`src/verilog/kmp_regs.svh`:
```
`ifndef KMP_REGS_SVH
`define KMP_REGS_SVH

// clock and timing
`define KMP_CLK_MHZ 125
`define KMP_INHIBIT_US 100
`define KMP_TIMEOUT_US 200
`define KMP_INHIBIT_CYC (`KMP_INHIBIT_US * `KMP_CLK_MHZ)
`define KMP_TIMEOUT_CYC (`KMP_TIMEOUT_US * `KMP_CLK_MHZ)
// frame layout
`define KMP_FRAME_BITS 11
`define KMP_TX_BITS 10
`define KMP_BIT_START 0
`define KMP_BIT_PARITY 9
`define KMP_BIT_STOP 10
// command and answer codes
`define KMP_CMD_SET_LAMPS 8'hED
`define KMP_CMD_ECHO 8'hEE
`define KMP_CMD_RATE 8'hF3
`define KMP_CMD_SET_STREAM 8'hEA
`define KMP_CMD_RESEND 8'hFE
`define KMP_CMD_RESET 8'hFF
`define KMP_RSP_ACK 8'hFA
`define KMP_CODE_KEY_UP 8'hF0
`define KMP_CODE_EXTENDED 8'hE0
// lamp byte bit positions
`define KMP_LAMP_SCROLL 0
`define KMP_LAMP_NUM 1
`define KMP_LAMP_CAPS 2
`endif

```
`src/verilog/kmp_pkg.sv`:
```
package kmp_pkg;
    // port sequencer states
    typedef enum logic [1:0] {ST_IDLE, ST_TX_REQ, ST_TX_BITS, ST_TX_ACK} kmp_state_e;

    // state of one link port
    typedef struct packed {
        kmp_state_e state;
        logic clk_s1;
        logic clk_s2;
        logic clk_prev;
        logic dat_s1;
        logic dat_s2;
        logic [10:0] rx_sh;
        logic [3:0] rx_cnt;
        logic [9:0] tx_sh;
        logic [3:0] tx_cnt;
        logic [15:0] timer;
        logic clk_oe;
        logic dat_oe;
        logic push;
        logic [7:0] push_data;
        logic push_err;
        logic frame_err;
        logic parity_err;
        logic ack_seen;
        logic tx_done;
        logic tx_nack;
    } kmp_port_s;

    // whole top state, both ports
    typedef struct packed {
        kmp_port_s [1:0] p;
    } kmp_top_s;

    // two-entry buffer state
    typedef struct packed {
        logic [1:0] cnt;
        logic [8:0] e0;
        logic [8:0] e1;
    } kmp_buf_s;
endpackage

```
`src/verilog/kmp_stream_if.sv`:
```
`timescale 1ns/10ps
`default_nettype none
// received word with error flag in bit 8
interface kmp_stream_if;
    logic valid;
    logic ready;
    logic [8:0] data;
    modport src (output valid, output data, input ready);
    modport snk (input valid, input data, output ready);
endinterface
`default_nettype wire

```
`src/verilog/kmp_host_port.sv`:
```
`timescale 1ns/10ps
`default_nettype none
`include "kmp_regs.svh"
module kmp_host_port #(
    parameter int INHIBIT_CYC = `KMP_INHIBIT_CYC,
    parameter int TIMEOUT_CYC = `KMP_TIMEOUT_CYC,
    parameter bit TX_EN = 1'b1
) (
    // clock and reset
    input wire logic clk,
    input wire logic rst_n,
    // link pins, index 0 primary, 1 secondary
    input wire logic [1:0] link_clk_in,
    output logic [1:0] link_clk_out,
    output logic [1:0] link_clk_oe,
    input wire logic [1:0] link_dat_in,
    output logic [1:0] link_dat_out,
    output logic [1:0] link_dat_oe,
    // command bytes toward the peripheral
    input wire logic [1:0] cmd_valid,
    input wire logic [1:0][7:0] cmd_data,
    output logic [1:0] cmd_ready,
    input wire logic [1:0] stream_req,
    // received bytes
    output logic [1:0] rx_valid,
    output logic [1:0][7:0] rx_data,
    output logic [1:0] rx_err,
    input wire logic [1:0] rx_ready,
    // status pulses
    output logic [1:0] frame_err,
    output logic [1:0] parity_err,
    output logic [1:0] overrun,
    output logic [1:0] ack_seen,
    output logic [1:0] tx_done,
    output logic [1:0] tx_nack
);
    localparam logic [15:0] INHIBIT_LAST = 16'(INHIBIT_CYC - 1);
    localparam logic [15:0] TIMEOUT_LAST = 16'(TIMEOUT_CYC - 1);

    kmp_pkg::kmp_top_s r;
    kmp_pkg::kmp_top_s n;
    logic [1:0] fall;
    logic [1:0] buf_ready;
    logic [1:0] tx_ok;

    // odd parity frame check
    function automatic logic frame_bad(input logic [10:0] f);
        frame_bad = f[`KMP_BIT_START] | ~f[`KMP_BIT_STOP] | ~(^f[`KMP_BIT_PARITY:1]);
    endfunction

    genvar g;
    generate
        for (g = 0; g < 2; g++) begin : gen_port
            kmp_stream_if in_if ();
            kmp_stream_if out_if ();

            // falling edge of the synchronised link clock, not while we pull it low
            assign fall[g] = r.p[g].clk_prev & ~r.p[g].clk_s2 & ~r.p[g].clk_oe;
            assign tx_ok[g] = TX_EN && r.p[g].state == kmp_pkg::ST_IDLE
                && r.p[g].rx_cnt == 4'd0 && !fall[g];
            assign cmd_ready[g] = tx_ok[g] && !stream_req[g];

            // buffer in the received path
            assign in_if.valid = r.p[g].push;
            assign in_if.data = {r.p[g].push_err, r.p[g].push_data};
            assign buf_ready[g] = in_if.ready;
            assign overrun[g] = r.p[g].push & ~in_if.ready;
            assign rx_valid[g] = out_if.valid;
            assign rx_data[g] = out_if.data[7:0];
            assign rx_err[g] = out_if.data[8];
            assign out_if.ready = rx_ready[g];
            kmp_buf2 u_buf (
                .clk(clk),
                .rst_n(rst_n),
                .in_s(in_if.snk),
                .out_s(out_if.src)
            );

            // pin and pulse outputs
            assign link_clk_out[g] = 1'b0;
            assign link_dat_out[g] = 1'b0;
            assign link_clk_oe[g] = r.p[g].clk_oe;
            assign link_dat_oe[g] = r.p[g].dat_oe;
            assign frame_err[g] = r.p[g].frame_err;
            assign parity_err[g] = r.p[g].parity_err;
            assign ack_seen[g] = r.p[g].ack_seen;
            assign tx_done[g] = r.p[g].tx_done;
            assign tx_nack[g] = r.p[g].tx_nack;

        end
    endgenerate

    // next state of both ports
    always_comb begin
        n = r;
        for (int i = 0; i < 2; i++) begin
            n.p[i].clk_s1 = link_clk_in[i];
            n.p[i].clk_s2 = r.p[i].clk_s1;
            n.p[i].clk_prev = r.p[i].clk_s2;
            n.p[i].dat_s1 = link_dat_in[i];
            n.p[i].dat_s2 = r.p[i].dat_s1;
            n.p[i].push = 1'b0;
            n.p[i].frame_err = 1'b0;
            n.p[i].parity_err = 1'b0;
            n.p[i].ack_seen = 1'b0;
            n.p[i].tx_done = 1'b0;
            n.p[i].tx_nack = 1'b0;
            if (r.p[i].timer != 16'hFFFF) begin
                n.p[i].timer = r.p[i].timer + 16'h0001;
            end
            case (r.p[i].state)
                kmp_pkg::ST_IDLE: begin
                    n.p[i].clk_oe = 1'b0;
                    n.p[i].dat_oe = 1'b0;
                    if (fall[i]) begin
                        n.p[i].rx_sh = {r.p[i].dat_s2, r.p[i].rx_sh[10:1]};
                        n.p[i].rx_cnt = r.p[i].rx_cnt + 4'd1;
                        n.p[i].timer = '0;
                        if (r.p[i].rx_cnt == 4'(`KMP_FRAME_BITS - 1)) begin
                            n.p[i].rx_cnt = 4'd0;
                            n.p[i].push = 1'b1;
                            n.p[i].push_data = n.p[i].rx_sh[8:1];
                            n.p[i].push_err = frame_bad(n.p[i].rx_sh);
                            n.p[i].frame_err = n.p[i].rx_sh[`KMP_BIT_START]
                                | ~n.p[i].rx_sh[`KMP_BIT_STOP];
                            n.p[i].parity_err = ~(^n.p[i].rx_sh[9:1]);
                            n.p[i].ack_seen = ~frame_bad(n.p[i].rx_sh)
                                && n.p[i].rx_sh[8:1] == `KMP_RSP_ACK;
                        end
                    end else if (r.p[i].rx_cnt != 4'd0 && r.p[i].timer == TIMEOUT_LAST) begin
                        n.p[i].rx_cnt = 4'd0;
                        n.p[i].frame_err = 1'b1;
                    end else if (tx_ok[i] && (stream_req[i] || cmd_valid[i])) begin
                        n.p[i].tx_sh[7:0] = stream_req[i] ? `KMP_CMD_SET_STREAM : cmd_data[i];
                        n.p[i].tx_sh[8] = ~(^n.p[i].tx_sh[7:0]);
                        n.p[i].tx_sh[9] = 1'b1;
                        n.p[i].state = kmp_pkg::ST_TX_REQ;
                        n.p[i].clk_oe = 1'b1;
                        n.p[i].timer = '0;
                    end
                    // hold clock low while buffer full
                    if (TX_EN && n.p[i].rx_cnt == 4'd0 && !buf_ready[i]) begin
                        n.p[i].clk_oe = 1'b1;
                    end
                end
                kmp_pkg::ST_TX_REQ: begin
                    // request to send, then start bit
                    if (r.p[i].timer == INHIBIT_LAST) begin
                        n.p[i].clk_oe = 1'b0;
                        n.p[i].dat_oe = 1'b1;
                        n.p[i].tx_cnt = 4'd0;
                        n.p[i].timer = '0;
                        n.p[i].state = kmp_pkg::ST_TX_BITS;
                    end
                end
                kmp_pkg::ST_TX_BITS, kmp_pkg::ST_TX_ACK: begin
                    if (fall[i]) begin
                        n.p[i].timer = '0;
                        if (r.p[i].state == kmp_pkg::ST_TX_BITS) begin
                            n.p[i].dat_oe = ~r.p[i].tx_sh[0];
                            n.p[i].tx_sh = {1'b1, r.p[i].tx_sh[9:1]};
                            n.p[i].tx_cnt = r.p[i].tx_cnt + 4'd1;
                            if (r.p[i].tx_cnt == 4'(`KMP_TX_BITS - 1)) begin
                                n.p[i].state = kmp_pkg::ST_TX_ACK;
                            end
                        end else begin
                            n.p[i].state = kmp_pkg::ST_IDLE;
                            n.p[i].tx_done = 1'b1;
                            n.p[i].tx_nack = r.p[i].dat_s2;
                        end
                    end else if (r.p[i].timer == TIMEOUT_LAST) begin
                        n.p[i].state = kmp_pkg::ST_IDLE;
                        n.p[i].dat_oe = 1'b0;
                        n.p[i].tx_done = 1'b1;
                        n.p[i].tx_nack = 1'b1;
                    end
                end
                default: begin
                    n.p[i].state = kmp_pkg::ST_IDLE;
                end
            endcase
        end
    end

    // state register, synchronisers idle high
    always_ff @(posedge clk or negedge rst_n) begin
        if (!rst_n) begin
            r <= '0;
            r.p[0].clk_s1 <= 1'b1;
            r.p[0].clk_s2 <= 1'b1;
            r.p[0].clk_prev <= 1'b1;
            r.p[0].dat_s1 <= 1'b1;
            r.p[0].dat_s2 <= 1'b1;
            r.p[1].clk_s1 <= 1'b1;
            r.p[1].clk_s2 <= 1'b1;
            r.p[1].clk_prev <= 1'b1;
            r.p[1].dat_s1 <= 1'b1;
            r.p[1].dat_s2 <= 1'b1;
        end else begin
            r <= n;
        end
    end
endmodule
`default_nettype wire

```
`src/verilog/kmp_buf2.sv`:
```
`timescale 1ns/10ps
`default_nettype none
module kmp_buf2 (
    // clock and reset
    input wire logic clk,
    input wire logic rst_n,
    // filling and draining sides
    kmp_stream_if.snk in_s,
    kmp_stream_if.src out_s
);
    kmp_pkg::kmp_buf_s r;
    kmp_pkg::kmp_buf_s n;
    logic push;
    logic pop;

    // handshakes from occupancy
    assign in_s.ready = (r.cnt != 2'd2);
    assign out_s.valid = (r.cnt != 2'd0);
    assign out_s.data = r.e0;
    assign push = in_s.valid && in_s.ready;
    assign pop = out_s.valid && out_s.ready;

    // shift out at head, write at first free slot
    always_comb begin
        n = r;
        if (pop) begin
            n.e0 = r.e1;
        end
        if (push) begin
            if ((r.cnt - {1'b0, pop}) == 2'd0) begin
                n.e0 = in_s.data;
            end else begin
                n.e1 = in_s.data;
            end
        end
        n.cnt = r.cnt + {1'b0, push} - {1'b0, pop};
    end

    // state register
    always_ff @(posedge clk or negedge rst_n) begin
        if (!rst_n) begin
            r <= '0;
        end else begin
            r <= n;
        end
    end
endmodule
`default_nettype wire

```
`config.mk`:
```
export PLATFORM = sky130hd
export DESIGN_NAME = kmp_host_port
export DESIGN_NICKNAME = d
export VERILOG_FILES = /design/src/verilog/kmp_pkg.sv /design/src/verilog/kmp_stream_if.sv /design/src/verilog/kmp_host_port.sv /design/src/verilog/kmp_buf2.sv
export VERILOG_INCLUDE_DIRS = /design/src /design/src/verilog
export SDC_FILE = /design/constraint.sdc
export NUM_CORES = 1
export LEC_CHECK = 0
export BUFFER_PORTS_ARGS = -buffer_cell sky130_fd_sc_hd__buf_2
export CAP_MARGIN = 20
export CORE_MARGIN = 5
export CORE_UTILIZATION = 62
export CTS_BUF_LIST = sky130_fd_sc_hd__clkbuf_8
export DETAILED_ROUTE_END_ITERATION = 10
export PLACE_DENSITY = 0.84
export RECOVER_POWER = 25
export SKIP_CTS_REPAIR_TIMING = 1
export SYNTH_ARGS = -nofsm -noshare
export SYNTH_HDL_FRONTEND = slang
export SYNTH_SLANG_ARGS = --single-unit
```
`constraint.sdc`:
```
create_clock -name clk -period 3.75 [get_ports clk]
set_input_delay 0.75 -clock clk [delete_from_list [all_inputs] [get_ports clk]]
set_output_delay 0.75 -clock clk [all_outputs]
set_load 0.03 [all_outputs]
```
# Word level (Yosys, flattened, before mapping)
# Index checks and enable logic that the tools add are counted.
[word_totals] ff_bits=178 inputBits=28 out_inout_bits=42 elab_cells=288
[op_classes] n_addsub=12 eq_ne=38 n_mux=96 bitwise=28 reduce_logical=66
[ops] op="one-hot mux 16 bit (3 select lines)" count=2
[ops] op="two-way mux 10 bit" count=8
[ops] op="two-way mux 17 bit" count=4
[ops] op="two-way mux 16 bit" count=4
[ops] op="two-way mux 30 bit" count=2
[ops] op="two-way mux 9 bit" count=6
[ops] op="two-way mux 13 bit" count=4
[ops] op="two-way mux 2 bit" count=26
[ops] op="two-way mux 22 bit" count=2
[ops] op="one-hot mux 10 bit (2 select lines)" count=2
[ops] op="two-way mux 18 bit" count=2
[ops] op="adder 16 x 1 -> 16 bit (second input constant)" count=2
[ops] op="== test 16 x 14 -> 1 bit (second input constant)" count=2
[ops] op="== test 16 x 15 -> 1 bit (second input constant)" count=2
[ops] op="two-way mux 4 bit" count=8
[ops] op="inequality test 16 bit (second input constant)" count=2
[ops] op="two-way mux 14 bit" count=2
[ops] op="inequality test 2 bit (second input constant)" count=12
[ops] op="AND reduction 6 bit" count=4
[ops] op="logical AND 1 bit" count=18
[ops] op="NOT 1 bit" count=18
[ops] op="parity 9 bit" count=2
[ops] op="adder 4 x 1 -> 4 bit (second input constant)" count=4
[ops] op="== test 4 bit (second input constant)" count=4
[ops] op="27 further kinds" count=98

# Logic depth before layout (Yosys ltp)
[depth] depth_word=11 ltp_mapped=11 mapped_depth_nobuf=8

# Modules after synthesis
# Synthesis repeated with hierarchy kept, for this count alone.
[hier_totals] cells_unflattened=876 area_unflattened_um2=9100.0
[by_module_without_submodules] module="kmp_host_port" instances=1 cells_per_inst=734 area_per_inst_um2=7140.6 seq_area_each_um2=3415.8
[by_module_without_submodules] module="kmp_buf2" instances=2 cells_per_inst=71 area_per_inst_um2=979.7 seq_area_each_um2=500.5

# Worst setup path before layout
# OpenSTA, ideal clock, no wires.
[synth_timing] kind="flip-flop to flip-flop" startpoint="register gen_port[0].u_buf.r[19] (netlist name)" endpoint="register gen_port[0].u_buf.r (netlist bit gen_port[0].u_buf.out_s.data[4])" setup_ns=0.136 arrival_time_ns=2.508 slack_ns=1.106 path_stages_with_launch=11 path_buffers=3 period_less_slack_ns=2.644 cell_sequence="dfrtp_1 > clkbuf_1 > or2_2 > clkbuf_1 > nand2_1 > inv_1 > ha_1 > inv_1 > nor3b_1 > clkbuf_1 > o21ai_0"
[synth_rtl] item="start, declared" line_no="kmp_buf2.sv:11" text="kmp_pkg::kmp_buf_s r;"
[synth_rtl] item="start signal, assigned" line_no="kmp_buf2.sv:44" text="r <= n;"

# Worst setup path after layout
[layout_timing] startpoint="register r[47] (netlist name)" endpoint="output cmd_ready[0]"
[layout_between] elab_chain_cells=4
[layout_lines] item="start, declared" line_no="kmp_host_port.sv:40" text="kmp_pkg::kmp_top_s r;"
[layout_lines] item="start signal, assigned" line_no="kmp_host_port.sv:200" text="r <= n;"
[layout_lines] item="logical NOT 4 bit" line_no="kmp_host_port.sv:60" text="&& r.p[g].rx_cnt == 4'd0 && !fall[g];"
[layout_lines] item="logical AND 1 bit (2 in series)" line_no="kmp_host_port.sv:60"
[layout_lines] item="logical AND 1 bit" line_no="kmp_host_port.sv:61" text="assign cmd_ready[g] = tx_ok[g] && !stream_req[g];"
[layout_lines] item="end, declared" line_no="kmp_host_port.sv:22" text="output logic [1:0] cmd_ready,"
# Every way passes these cells.

==> metrics <==
Clk pwr share=0.286; Reg power frac=0.471; most frequent cells in the layout=dfrtp_1 (166), nand2_1 (104), nor2_1 (68), buf_2 (64), o21ai_0 (63); most common cell after layout, fill and taps aside=dfrtp_1; design area=roughly 0.0096 mm2; fin crit period=between 2 and 3 ns; Iteration-0 DRC Markers=between 400 and 500; post-synthesis cell type count=between 70 and 80; worst skew pair latency=around 0.47 ns; GR Util All Layers=0.218; Worst Path Max Fanout=12; Port Buf Inserts=65; die height=between 100 and 150 um; NumNets Final=950; Power Density=496 mW/mm2; CTS buffer count=17; Final Hold Vio Count=0; Non-Filler Instances=roughly 1100; first-pass GRT wire length=29800 um; Ys Warns=0; Std-Cell Rows=between 40 and 50; Mapped Avg Cell Area=10.3 um2; Final Cycle Share=0.766; critical path launch point type=flop; clk sink count=176; RSZ-0062 raised after global routing=no; Mapped Area=0.00895 mm2; initial antenna violation count=0; register bit total from synthesis=between 150 and 200; Placed Area=around 0.0092 mm2; violated checks=max-capacitance violations, max-slew violations; vias=6327; vias in the first global route=~6200; Post-synth EDFFs=0; Reg-to-Reg End=gen_port[0].u_buf.r[7]; CTS root buffer=clkbuf_8; via-per-instance ratio=just under 6; Initial Util=0.623; HP Class=flop to flop; CP Capture Type=primary output; Hold Path Cell Cnt=0; peak supply drop=approximately 0.28 mV; # IOs=70; # setup viols final=0; max_cap viols=1; Syn-to-layout area delta=6.88%; Mapped Cells=871; layout cells sized above 1=0.197; CTS H-tree depth=4; CTS tree=done; drt total wl=about 17000 um; register area share after synthesis=0.493; Final Skew=between 0.01 and 0.015 ns; crit path DAT=~2.1 ns; max-slew violation count=71; antenna fix cells=0; Max Fclk=348 MHz; Clock Pin Slew Worst Setup and Hold Paths=~0.090 ns; die area=~0.017 mm2; Cells after DPL=about 1100; CP required=approximately 3 ns; drt drc=0; Longest Clk Path Bufs=2; GPL Wtd Cong=~0.87; Cell Int Power=about 0.0032 W; setup TNS=0 ns; hold wc startpoint=n[131]; Logic pwr share=0.243; Reg2Reg Setup Slack=~0.90 ns; Max-slew headroom=-0.172; WL/cell=roughly 16 um; R2R depth=7; Async SR Flop Fraction=1.00; Worst-Margin Slew=1.76 ns; Hold Path End=r[131]; switching share of power=0.328; status=finished, violations left; total grt overflow=0; first drt pass iteration count=5; Net Switching=about 0.0016 W; die extent in x=130 um; largest net degree at the start of global routing=76; RR Startpoint=gen_port[0].u_buf.r[19]; Leak Pwr=4.47 nW; post-route ant nets=0; critical path class=flop to primary output; Core ar.=~0.014 mm2; dominant synthesized flop cell=dfrtp_1; post-detail-place hpwl=approximately 12000 um; total power=roughly 0.0047 W
[routing by layer]
layer / vias to the layer above / wire length (um) / global-route usage
met5: - / 0 / 0
met4: 0 / 305 / 0.0782
met3: 29 / 764 / 0.0463
met2: 159 / 8300 / 0.349
met1: 3066 / 7950 / 0.296
li1: 3073 / - / -
[cell usage after synthesis, types with 17 or more instances]
library cell | count | share of area
xnor2_1 | 32 | 0.031
ha_1 | 26 | 0.036
mux2i_1 | 19 | 0.021
xor2_1 | 17 | 0.017
nand2_1 | 104 | 0.044
clkbuf_1 | 23 | 0.0096
nor2_1 | 68 | 0.029
buf_4 | 40 | 0.034
inv_1 | 28 | 0.012
mux2_2 | 44 | 0.055
dfrtp_1 | 166 | 0.46
o21ai_0 | 63 | 0.035
nand3_1 | 20 | 0.011
nor3_1 | 20 | 0.011
a21oi_1 | 22 | 0.012
[kinds of logic (layout without fill, tap and decap cells)]
family | count (synthesis) | after routing | share of synthesized area
XOR/XNOR | 49 | 49 | 0.0479
buffers and inverters | 98 | 132 | 0.0604
adder cells (fa/ha/maj) | 26 | 26 | 0.0363
other | 1 | 4 | 0.000419
flip-flops | 176 | 176 | 0.493
multiplexers | 63 | 63 | 0.0766
AO/OA/AOI/OAI | 164 | 164 | 0.122
AND/OR/NAND/NOR | 294 | 294 | 0.163
[flip-flops by register name (all words and copies together), names as in the netlist]
register / cells
r: 96
gen_port.u_buf.r: 22
gen_port.in_if.data: 18
gen_port.u_buf.out_s.data: 18
n: 6
ack_seen: 2
frame_err: 2
gen_port.in_if.valid: 2
link_clk_oe: 2
link_dat_oe: 2
parity_err: 2
tx_done: 2
tx_nack: 2
[worst max-delay path, stage by stage, from the launching register on]
cell and delay, ns:
dfrtp_1 0.51, nor4_1 0.63, nand2_1 0.13, nor3_1 0.16
buf_2 0.23
[metrics by stage]
| stage | hold WS [ns] | setup slack [ns] | util |
|---|---|---|---|
| detailed placement | 0.347 | 0.876 | 0.638 |
| floorplan | 0.345 | 1.11 | - |
| global placement | 0.347 | 0.985 | 0.638 |
| CTS | 0.275 | 0.885 | 0.666 |
| global route | 0.345 | 0.737 | 0.666 |
| finish | 0.359 | 0.876 | 0.666 |
[power groups by stage]
stage	combinational, W	sequential [W]	clock [W]
6_report	0.00115	0.00223	0.00136
5_1_grt	0.00128	0.00226	0.00148
4_1_cts	0.00116	0.00223	0.00139
3_5_place_dp	0.00114	0.00227	0
3_3_place_gp	0.00112	0.00226	0
2_1_floorplan	0.00101	0.00219	0
[worst max-delay path by stage]
stage | start | endpoint
detailed placement | rx_ready[1] | gen_port[1].u_buf.r[7]
finish | r[47] | cmd_ready[0]
global route | gen_port[0].u_buf.r[19] | gen_port[0].u_buf.r[7]
floorplan | gen_port[0].u_buf.r[19] | gen_port[0].u_buf.out_s.data[4]
global placement | rx_ready[0] | gen_port[0].u_buf.r[7]
CTS | r[68] | cmd_ready[0]
[final cells by class]
type / instances / area [um2]
clock buffer: 17 / 234
fill: 1115 / 4800
inverter: 28 / 105
multi-input combinational: 600 / 4010
tap: 184 / 230
timing repair buffer: 73 / 398
sequential: 176 / 4420
clock inverter: 14 / 178
Power figures use the tool's default switching activity.
